### src/bvs_pkg.sv
// constants, field layouts and carrier types of the buck voltage setting bank
// ============================================================================
// Notes on behaviour
// read-only 7-bit ceiling code for regulator A, same coding as targets.
// separate read-only 7-bit ceiling code for regulator B, same coding.
// ceilings load from one-time storage; writes land only in test mode.
// codes are linear: 0 is 0.30 V, 10 mV per step, 127 is 1.57 V.
// A first setting: bit 7 low forces PWM, high selects auto; 6:0 target.
// A second setting: bit 7 low forces PWM, high selects auto; 6:0 target.
// B first setting: bit 7 low forces PWM, high selects auto; 6:0 target.
// per-setting mode bits govern only while operating select is 00.
// a target above the ceiling is limited to the ceiling code.
package bvs_pkg;

  localparam int          ADDR_W          = 9;
  localparam int          DATA_W          = 8;
  localparam int          CODE_W          = 7;
  localparam int          SEL_W           = 2;

  // ==========================================================================
  // register offsets
  localparam logic [8:0]  OFF_A_CEILING   = 9'h0d5;
  localparam logic [8:0]  OFF_B_CEILING   = 9'h0d6;
  localparam logic [8:0]  OFF_A_FIRST     = 9'h0d7;
  localparam logic [8:0]  OFF_A_SECOND    = 9'h0d8;
  localparam logic [8:0]  OFF_B_FIRST     = 9'h0d9;

  // ==========================================================================
  // field layout
  localparam int          AUTO_BIT        = 7;
  localparam logic [6:0]  CODE_MAX        = 7'h7f;
  localparam logic [7:0]  TARGET_RESET    = 8'h00;
  localparam logic [7:0]  READ_UNMAPPED   = 8'h00;

  // ==========================================================================
  // voltage coding, millivolts
  localparam int          VOLT_BASE_MV    = 300;
  localparam int          VOLT_STEP_MV    = 10;

  // operating select values
  localparam logic [1:0]  SEL_BY_SETTING  = 2'h0;
  localparam logic [1:0]  SEL_AUTO_ONE    = 2'h1;
  localparam logic [1:0]  SEL_FORCED_PWM  = 2'h2;
  localparam logic [1:0]  SEL_AUTO        = 2'h3;

  typedef struct packed {
    logic       auto_sel;
    logic [6:0] code;
  } bvs_setting_t;

  typedef struct packed {
    logic       wr;
    logic       rd;
    logic [8:0] addr;
    logic [7:0] wdata;
  } bvs_req_t;

endpackage : bvs_pkg

### src/bvs_regs.sv
// register bank with voltage ceilings and targets of two buck regulators
`timescale 1ns/1ps
`default_nettype none
module bvs_regs
  import bvs_pkg::*;
(
  input  wire logic             clk,
  input  wire logic             reset,
  input  wire bvs_req_t         req,
  input  wire logic             test_mode,
  input  wire logic [6:0]       otp_a_ceiling,
  input  wire logic [6:0]       otp_b_ceiling,
  input  wire logic             reg_a_use_second,
  input  wire logic [1:0]       reg_a_operating_select,
  input  wire logic [1:0]       reg_b_operating_select,
  output logic      [7:0]       rdata,
  output logic                  rvalid,
  output logic      [6:0]       reg_a_applied_code,
  output logic                  reg_a_auto_mode,
  output logic      [6:0]       reg_b_applied_code,
  output logic                  reg_b_auto_mode
);

  // ==========================================================================
  // storage
  logic [6:0]       reg_a_ceiling_code;
  logic [6:0]       reg_b_ceiling_code;
  bvs_setting_t     reg_a_first_target;
  bvs_setting_t     reg_a_second_target;
  bvs_setting_t     reg_b_first_target;
  logic             loaded;

  // ==========================================================================
  // decode
  wire hit_ac = req.addr == OFF_A_CEILING;
  wire hit_bc = req.addr == OFF_B_CEILING;
  wire hit_a1 = req.addr == OFF_A_FIRST;
  wire hit_a2 = req.addr == OFF_A_SECOND;
  wire hit_b1 = req.addr == OFF_B_FIRST;
  wire ceil_wr_ok = req.wr && test_mode;
  wire [7:0] read_mux =
      hit_ac ? {1'b0, reg_a_ceiling_code} :
      hit_bc ? {1'b0, reg_b_ceiling_code} :
      hit_a1 ? reg_a_first_target :
      hit_a2 ? reg_a_second_target :
      hit_b1 ? reg_b_first_target : READ_UNMAPPED;

  // ==========================================================================
  // active setting selection and ceiling clamp
  wire bvs_setting_t a_active = reg_a_use_second ? reg_a_second_target : reg_a_first_target;
  wire [6:0] next_a_code = (a_active.code > reg_a_ceiling_code) ?
                           reg_a_ceiling_code : a_active.code;
  wire [6:0] next_b_code = (reg_b_first_target.code > reg_b_ceiling_code) ?
                           reg_b_ceiling_code : reg_b_first_target.code;

  wire next_a_auto = (reg_a_operating_select == SEL_BY_SETTING) ? a_active.auto_sel :
                     (reg_a_operating_select != SEL_FORCED_PWM);

  wire next_b_auto = (reg_b_operating_select == SEL_BY_SETTING) ? reg_b_first_target.auto_sel :
                     (reg_b_operating_select != SEL_FORCED_PWM);

  // ==========================================================================
  // ceilings: loaded from one-time storage after reset release
  always_ff @(posedge clk)
  begin
    if (reset)
    begin
      loaded             <= 1'b0;
      reg_a_ceiling_code <= CODE_MAX;
      reg_b_ceiling_code <= CODE_MAX;
    end
    else if (!loaded)
    begin
      loaded             <= 1'b1;
      reg_a_ceiling_code <= otp_a_ceiling;
      reg_b_ceiling_code <= otp_b_ceiling;
    end
    else
    begin
      if (ceil_wr_ok && hit_ac)
        reg_a_ceiling_code <= req.wdata[6:0];
      if (ceil_wr_ok && hit_bc)
        reg_b_ceiling_code <= req.wdata[6:0];
    end
  end

  // ==========================================================================
  // targets
  always_ff @(posedge clk)
  begin
    if (reset)
    begin
      reg_a_first_target  <= TARGET_RESET;
      reg_a_second_target <= TARGET_RESET;
      reg_b_first_target  <= TARGET_RESET;
    end
    else if (req.wr)
    begin
      if (hit_a1)
        reg_a_first_target <= req.wdata;
      if (hit_a2)
        reg_a_second_target <= req.wdata;
      if (hit_b1)
        reg_b_first_target <= req.wdata;
    end
  end

  // ==========================================================================
  // registered outputs
  always_ff @(posedge clk)
  begin
    if (reset)
    begin
      rdata              <= READ_UNMAPPED;
      rvalid             <= 1'b0;
      reg_a_applied_code <= 7'h00;
      reg_b_applied_code <= 7'h00;
      reg_a_auto_mode    <= 1'b0;
      reg_b_auto_mode    <= 1'b0;
    end
    else
    begin
      rvalid             <= req.rd;
      rdata              <= req.rd ? read_mux : READ_UNMAPPED;
      reg_a_applied_code <= next_a_code;
      reg_b_applied_code <= next_b_code;
      reg_a_auto_mode    <= next_a_auto;
      reg_b_auto_mode    <= next_b_auto;
    end
  end

  // ==========================================================================
  // checks: ceilings
  a_ceiling_locked: assert property (@(posedge clk) disable iff (reset)
    loaded && !test_mode && req.wr && hit_ac |=> $stable(reg_a_ceiling_code))
    else $error("ceiling A changed outside test mode");
  a_ceiling_b_lock: assert property (@(posedge clk) disable iff (reset)
    loaded && !test_mode && req.wr && hit_bc |=> $stable(reg_b_ceiling_code))
    else $error("ceiling B changed outside test mode");
  a_ceiling_load: assert property (@(posedge clk) disable iff (reset)
    !loaded |=> reg_a_ceiling_code == $past(otp_a_ceiling)
                && reg_b_ceiling_code == $past(otp_b_ceiling))
    else $error("ceiling not loaded from one-time storage");
  a_ceiling_write: assert property (@(posedge clk) disable iff (reset)
    loaded && ceil_wr_ok && hit_ac |=> reg_a_ceiling_code == $past(req.wdata[6:0]))
    else $error("ceiling A test mode write lost");
  a_ceiling_b_write: assert property (@(posedge clk) disable iff (reset)
    loaded && ceil_wr_ok && hit_bc |=> reg_b_ceiling_code == $past(req.wdata[6:0]))
    else $error("ceiling B test mode write lost");
  a_read_ceil_a: assert property (@(posedge clk) disable iff (reset)
    req.rd && hit_ac && !req.wr |=> rvalid && rdata == {1'b0, $past(reg_a_ceiling_code)})
    else $error("ceiling A read mismatch");
  a_read_ceil_b: assert property (@(posedge clk) disable iff (reset)
    req.rd && hit_bc && !req.wr |=> rvalid && rdata == {1'b0, $past(reg_b_ceiling_code)})
    else $error("ceiling B read mismatch");

  // ==========================================================================
  // checks: settings
  a_write_a1: assert property (@(posedge clk) disable iff (reset)
    req.wr && hit_a1 |=> reg_a_first_target == $past(req.wdata))
    else $error("A first setting write lost");
  a_write_a2: assert property (@(posedge clk) disable iff (reset)
    req.wr && hit_a2 |=> reg_a_second_target == $past(req.wdata))
    else $error("A second setting write lost");
  a_write_b1: assert property (@(posedge clk) disable iff (reset)
    req.wr && hit_b1 |=> reg_b_first_target == $past(req.wdata))
    else $error("B first setting write lost");
  a_read_first_a: assert property (@(posedge clk) disable iff (reset)
    req.rd && hit_a1 |=> rvalid && rdata == $past(reg_a_first_target))
    else $error("A first setting read mismatch");
  a_read_second_a: assert property (@(posedge clk) disable iff (reset)
    req.rd && hit_a2 |=> rvalid && rdata == $past(reg_a_second_target))
    else $error("A second setting read mismatch");
  a_read_first_b: assert property (@(posedge clk) disable iff (reset)
    req.rd && hit_b1 |=> rvalid && rdata == $past(reg_b_first_target))
    else $error("B first setting read mismatch");
  a_a_first_mode: assert property (@(posedge clk) disable iff (reset)
    reg_a_operating_select == SEL_BY_SETTING && !reg_a_use_second
    |=> reg_a_auto_mode == $past(reg_a_first_target.auto_sel))
    else $error("A first setting mode wrong");
  a_a_second_mode: assert property (@(posedge clk) disable iff (reset)
    reg_a_operating_select == SEL_BY_SETTING && reg_a_use_second
    |=> reg_a_auto_mode == $past(reg_a_second_target.auto_sel))
    else $error("A second setting mode wrong");
  a_b_first_mode: assert property (@(posedge clk) disable iff (reset)
    reg_b_operating_select == SEL_BY_SETTING
    |=> reg_b_auto_mode == $past(reg_b_first_target.auto_sel))
    else $error("B first setting mode wrong");

  // ==========================================================================
  // checks: applied outputs
  a_clamp_a_code: assert property (@(posedge clk) disable iff (reset)
    1'b1 |=> reg_a_applied_code <= $past(reg_a_ceiling_code))
    else $error("regulator A code above ceiling");
  a_clamp_b_code: assert property (@(posedge clk) disable iff (reset)
    1'b1 |=> reg_b_applied_code <= $past(reg_b_ceiling_code))
    else $error("regulator B code above ceiling");
  a_unclamped_a: assert property (@(posedge clk) disable iff (reset)
    a_active.code <= reg_a_ceiling_code |=> reg_a_applied_code == $past(a_active.code))
    else $error("regulator A code altered below ceiling");
  a_clamped_a: assert property (@(posedge clk) disable iff (reset)
    a_active.code > reg_a_ceiling_code |=> reg_a_applied_code == $past(reg_a_ceiling_code))
    else $error("regulator A code not held at ceiling");
  a_unclamped_b: assert property (@(posedge clk) disable iff (reset)
    reg_b_first_target.code <= reg_b_ceiling_code
    |=> reg_b_applied_code == $past(reg_b_first_target.code))
    else $error("regulator B code altered below ceiling");
  a_clamped_b: assert property (@(posedge clk) disable iff (reset)
    reg_b_first_target.code > reg_b_ceiling_code
    |=> reg_b_applied_code == $past(reg_b_ceiling_code))
    else $error("regulator B code not held at ceiling");
  a_select_pwm: assert property (@(posedge clk) disable iff (reset)
    reg_a_operating_select == SEL_FORCED_PWM ##1 reg_a_operating_select == SEL_FORCED_PWM
    |-> !reg_a_auto_mode)
    else $error("forced PWM overridden");
  a_b_forced_pwm: assert property (@(posedge clk) disable iff (reset)
    reg_b_operating_select == SEL_FORCED_PWM |=> !reg_b_auto_mode)
    else $error("B forced PWM overridden");
  a_a_auto_select: assert property (@(posedge clk) disable iff (reset)
    reg_a_operating_select == SEL_AUTO_ONE || reg_a_operating_select == SEL_AUTO
    |=> reg_a_auto_mode)
    else $error("A automatic select overridden");

  c_test_write: cover property (@(posedge clk) loaded && ceil_wr_ok && hit_ac);
  c_clamp_hit: cover property (@(posedge clk) a_active.code > reg_a_ceiling_code);
  c_second_set: cover property (@(posedge clk) reg_a_use_second && a_active.auto_sel);
  c_read_b1: cover property (@(posedge clk) req.rd && hit_b1);
  c_reload: cover property (@(posedge clk) !reset && !loaded);

endmodule // bvs_regs
`default_nettype wire

### config.mk
export PLATFORM = sky130hd
export DESIGN_NAME = bvs_regs
export DESIGN_NICKNAME = d
export VERILOG_FILES = /design/src/bvs_pkg.sv /design/src/bvs_regs.sv
export SDC_FILE = /design/constraint.sdc
export NUM_CORES = 1
export LEC_CHECK = 0
export BUFFER_PORTS_ARGS = -buffer_cell sky130_fd_sc_hd__buf_2
export CORE_AREA = 2 2 96 80
export DETAILED_ROUTE_END_ITERATION = 12
export DIE_AREA = 0 0 98 82
export PLACE_DENSITY_LB_ADDON = 0.05
export SLEW_MARGIN = 20
export SYNTH_ARGS = -nofsm -noshare
export SYNTH_HDL_FRONTEND = slang
export SYNTH_SLANG_ARGS = --single-unit
### constraint.sdc
create_clock -name clk -period 1.9 [get_ports clk]
set_input_delay 0.19 -clock clk [delete_from_list [all_inputs] [get_ports clk]]
set_output_delay 0.19 -clock clk [all_outputs]
set_load 0.02 [all_outputs]
==> results.cfg <==
[synthesis]
ys_ff_latch = 64
synth_cells = 368
synth.distinct_cells = 36
avgSynthCellArea_um2 = 8.45
synth_nets = 423
netlist_area_mm2 = 0.00311
yosysWarnings = 0
synth.yosys.seq_area_share_pct = 41.2

[run_status]
outcome = complete, but fails checks
violations = negative setup slack

[cells_and_area]
n_antenna_cell = 0
fin_nets = 512
syn_to_final_growth_pct = 28.6
drive_gt1_share_pct = 32.3

[floorplanning]
die_h_um = 82
fp.dieW_um = 98
initial_core_util_pct = 43.7
io_pins = 66
core_area_mm2 = 0.00711
rows = 28
fp.dieArea_mm2 = 0.00804

[grt]
grt_pass1_wl_um = 14100
antenna_found_initial = 0
grt_start_max_net_pins = 42
grt_overflow = 0
grt_pass1_vias = 2678
grt_util_all_layers_pct = 22.9

[setup_path]
worstPathArrival_ps = 2140
slowest_delay_ps = 370
crit_fanout = 7
crit_chain = mux2_4 > ha_4 > a41o_1 > a211o_4 > a311oi_2
crit_path_start_kind = flop
rrSetupSlack_ps = -0.9
cp-end-kind = flop
r2r-start = reg_a_first_target[6]
crit_family = compound AO/OA/AOI/OAI gates
critPathKind = reg -> reg
path_buf_inv = 0
cp_data_required_time_ps = 2140
crit_path_start = reg_a_first_target[6]
cpMaxStageDelayCell = a211o_4

[clock_tree]
clock_path_buffers = 2
tritoncts = built
cts_sinks = 64
cts_buffers = 9
clk_latency_ps = 340
cts_root_buffer = clkbuf_8
cts_max_level = 3
cts.clk_slew.worst_paths_ps = 70

[sta]
drv_slew = 0
fin_skew_ps = 6.85
hold_viol_final = 0
period_share_pct = 100
rsz0062_at_grt = yes
worst_pin_slew_ps = 548
setup_slack_ps = -0.869
min_period_ps = 1900
max_freq_ghz = 0.526
maxSlewHeadroom_pct = 63.4
setup-violations-final = 1

[pwr]
powerDensity_mw_per_mm2 = 670
total_power_mw = 2.68
power_leakage_nw = 1.92
ir_worst_vdd_mv = 0.461

[routing]
drc = 0
antenna_left = 0
vias = 3009
vias_per_cell = 5.46
wl_per_cell_um = 16.9
wl_um = 9330
drt-initial-drc-count = 196
drt_pass1_iterations = 5

[min_path]
min_from = reg_b_operating_select[0]
hp-class = in -> reg

[placement]
port_buffers = 65
hpwl_um = 6920
place_ws_ps = -259
place.gp.congestion = 0.823

[flow_run]
cap_viol_max_count = 0
tightest hold or removal path: stages:
cell and delay [ps]:
buf_2 80, a21oi_1 30, nor2_1 60
what timing repair did:
item | in CTS | in global routing
cloned | 0 | 1
hold buffers | 0 | 0
endpoints found under the setup margin | 7 | 12
buffers inserted | 0 | 0
gates resized for setup | 5 | 19
pin swaps | 1 | 5
per-layer routing:
layer | routed length [µm] | part of all wire [%] | track usage (%)
met1 | 4490 | 48 | 31.1
met2 | 4110 | 44 | 35.8
met3 | 626 | 6.7 | 6.64
met4 | 101 | 1.1 | 6.53
met5 | 0 | 0 | 0
flip-flops by register name, indices dropped and copies added (netlist names):
name	count
reg_a_ceiling_code	7
loaded	1
reg_a_auto_mode	1
reg_b_first_target	8
reg_a_applied_code	7
reg_b_ceiling_code	7
reg_b_applied_code	7
reg_a_first_target	8
reg_b_auto_mode	1
rvalid	1
rdata	8
reg_a_second_target	8
cell type report:
class	count	area [µm²]
repair buffers	99	581
clock inverters	3	17.5
clock buffers	12	155
fillers	697	3110
inverters	16	60.1
multi-input cells	267	1790
well taps	90	113
flip-flops and latches	64	1290
where the power goes:
part	internal, mW	total, mW	switching (mW)	leakage [nW]
Clock	0.534	1.06	0.527	0.0882
Combinational	0.0956	0.233	0.138	1.32
Sequential	1.36	1.38	0.0214	0.521
Total	1.99	2.68	0.686	1.92
stage by stage:
stage | hold slack (ps) | area, µm² | TNS [ps] | instances | utilization, %
2_1_floorplan | 307 | 3160 | 0 | 368 | -
3_3_place_gp | 398 | 3720 | -1420 | 535 | 52.3
3_5_place_dp | 405 | 3720 | -1460 | 535 | 52.3
4_1_cts | 49.6 | 3910 | 0 | 550 | 55.0
5_1_grt | 52.9 | 4000 | -148 | 551 | 56.2
6_report | 55.1 | 4000 | -0.869 | 551 | 56.2
layout by cell type (no fill, tap or decap), types with 2 or more instances in the layout:
cell type  netlist  final
buf_2            5     65
dfxtp_1         64     60
nor2_1          52     52
o21ai_0         40     39
a21oi_1         42     36
buf_4            2     34
nand2_1         32     32
mux2i_1         24     24
inv_1           16     16
nand3_1         14     14
clkbuf_8         0     11
ha_1            14     10
a221oi_1         7      7
a21oi_2          0      6
o21ai_1          4      5
mux2_2           7      4
a311oi_2         0      4
ha_4             0      4
dfxtp_2          0      4
mux2_4           0      3
and4bb_2         3      3
nand3b_1         3      3
nand4_1          3      3
a41o_1           2      2
a211o_4          0      2
clkinv_2         0      2
synth_stat cells:
cell type / instances / area (µm²)
mux2_2: 7 / 78.8
buf_8: 1 / 15.0
o21ai_1: 4 / 20.0
and3b_1: 1 / 8.76
a21oi_1: 42 / 210
a211o_1: 1 / 8.76
a22oi_1: 1 / 7.51
buf_6: 2 / 22.5
a41o_1: 2 / 20.0
nand2_1: 32 / 120
buf_4: 2 / 15.0
nand3_1: 14 / 70.1
dfxtp_1: 64 / 1280
ha_1: 14 / 175
buf_2: 5 / 25.0
inv_1: 16 / 60.1
nor3b_4: 1 / 18.8
and4bb_2: 3 / 37.5
o22ai_2: 1 / 12.5
o21ai_0: 40 / 200
and4b_1: 1 / 10.0
nand4_1: 3 / 18.8
a221oi_1: 7 / 61.3
clkbuf_1: 11 / 41.3
and2_1: 1 / 6.26
a21o_1: 1 / 7.51
and3_4: 1 / 11.3
a311oi_1: 5 / 43.8
a211oi_1: 2 / 15.0
nand3b_1: 3 / 22.5
nor2_1: 52 / 195
nor2b_1: 1 / 6.26
or2_2: 1 / 6.26
clkbuf_2: 1 / 5.00
mux2i_1: 24 / 240
nand2_4: 1 / 11.3
worst paths after layout:
kind	end	cells past startpoint
setup / recovery	reg_a_applied_code[5]	5
hold / removal	reg_b_auto_mode	3
setup reg to reg	reg_a_applied_code[5]	5
hold reg to reg	reg_b_first_target[7]	2
cell families after synthesis:
logic type / Yosys count / share of synthesized area [%]
adders and majority gates: 14 / 5.63
muxes: 31 / 10.3
and+or+nand+nor: 115 / 17.5
buffers and inverters: 38 / 5.91
DFF: 64 / 41.2
AOI/OAI and AO/OA: 106 / 19.5
Note: power is estimated with default switching activity, not from simulation.
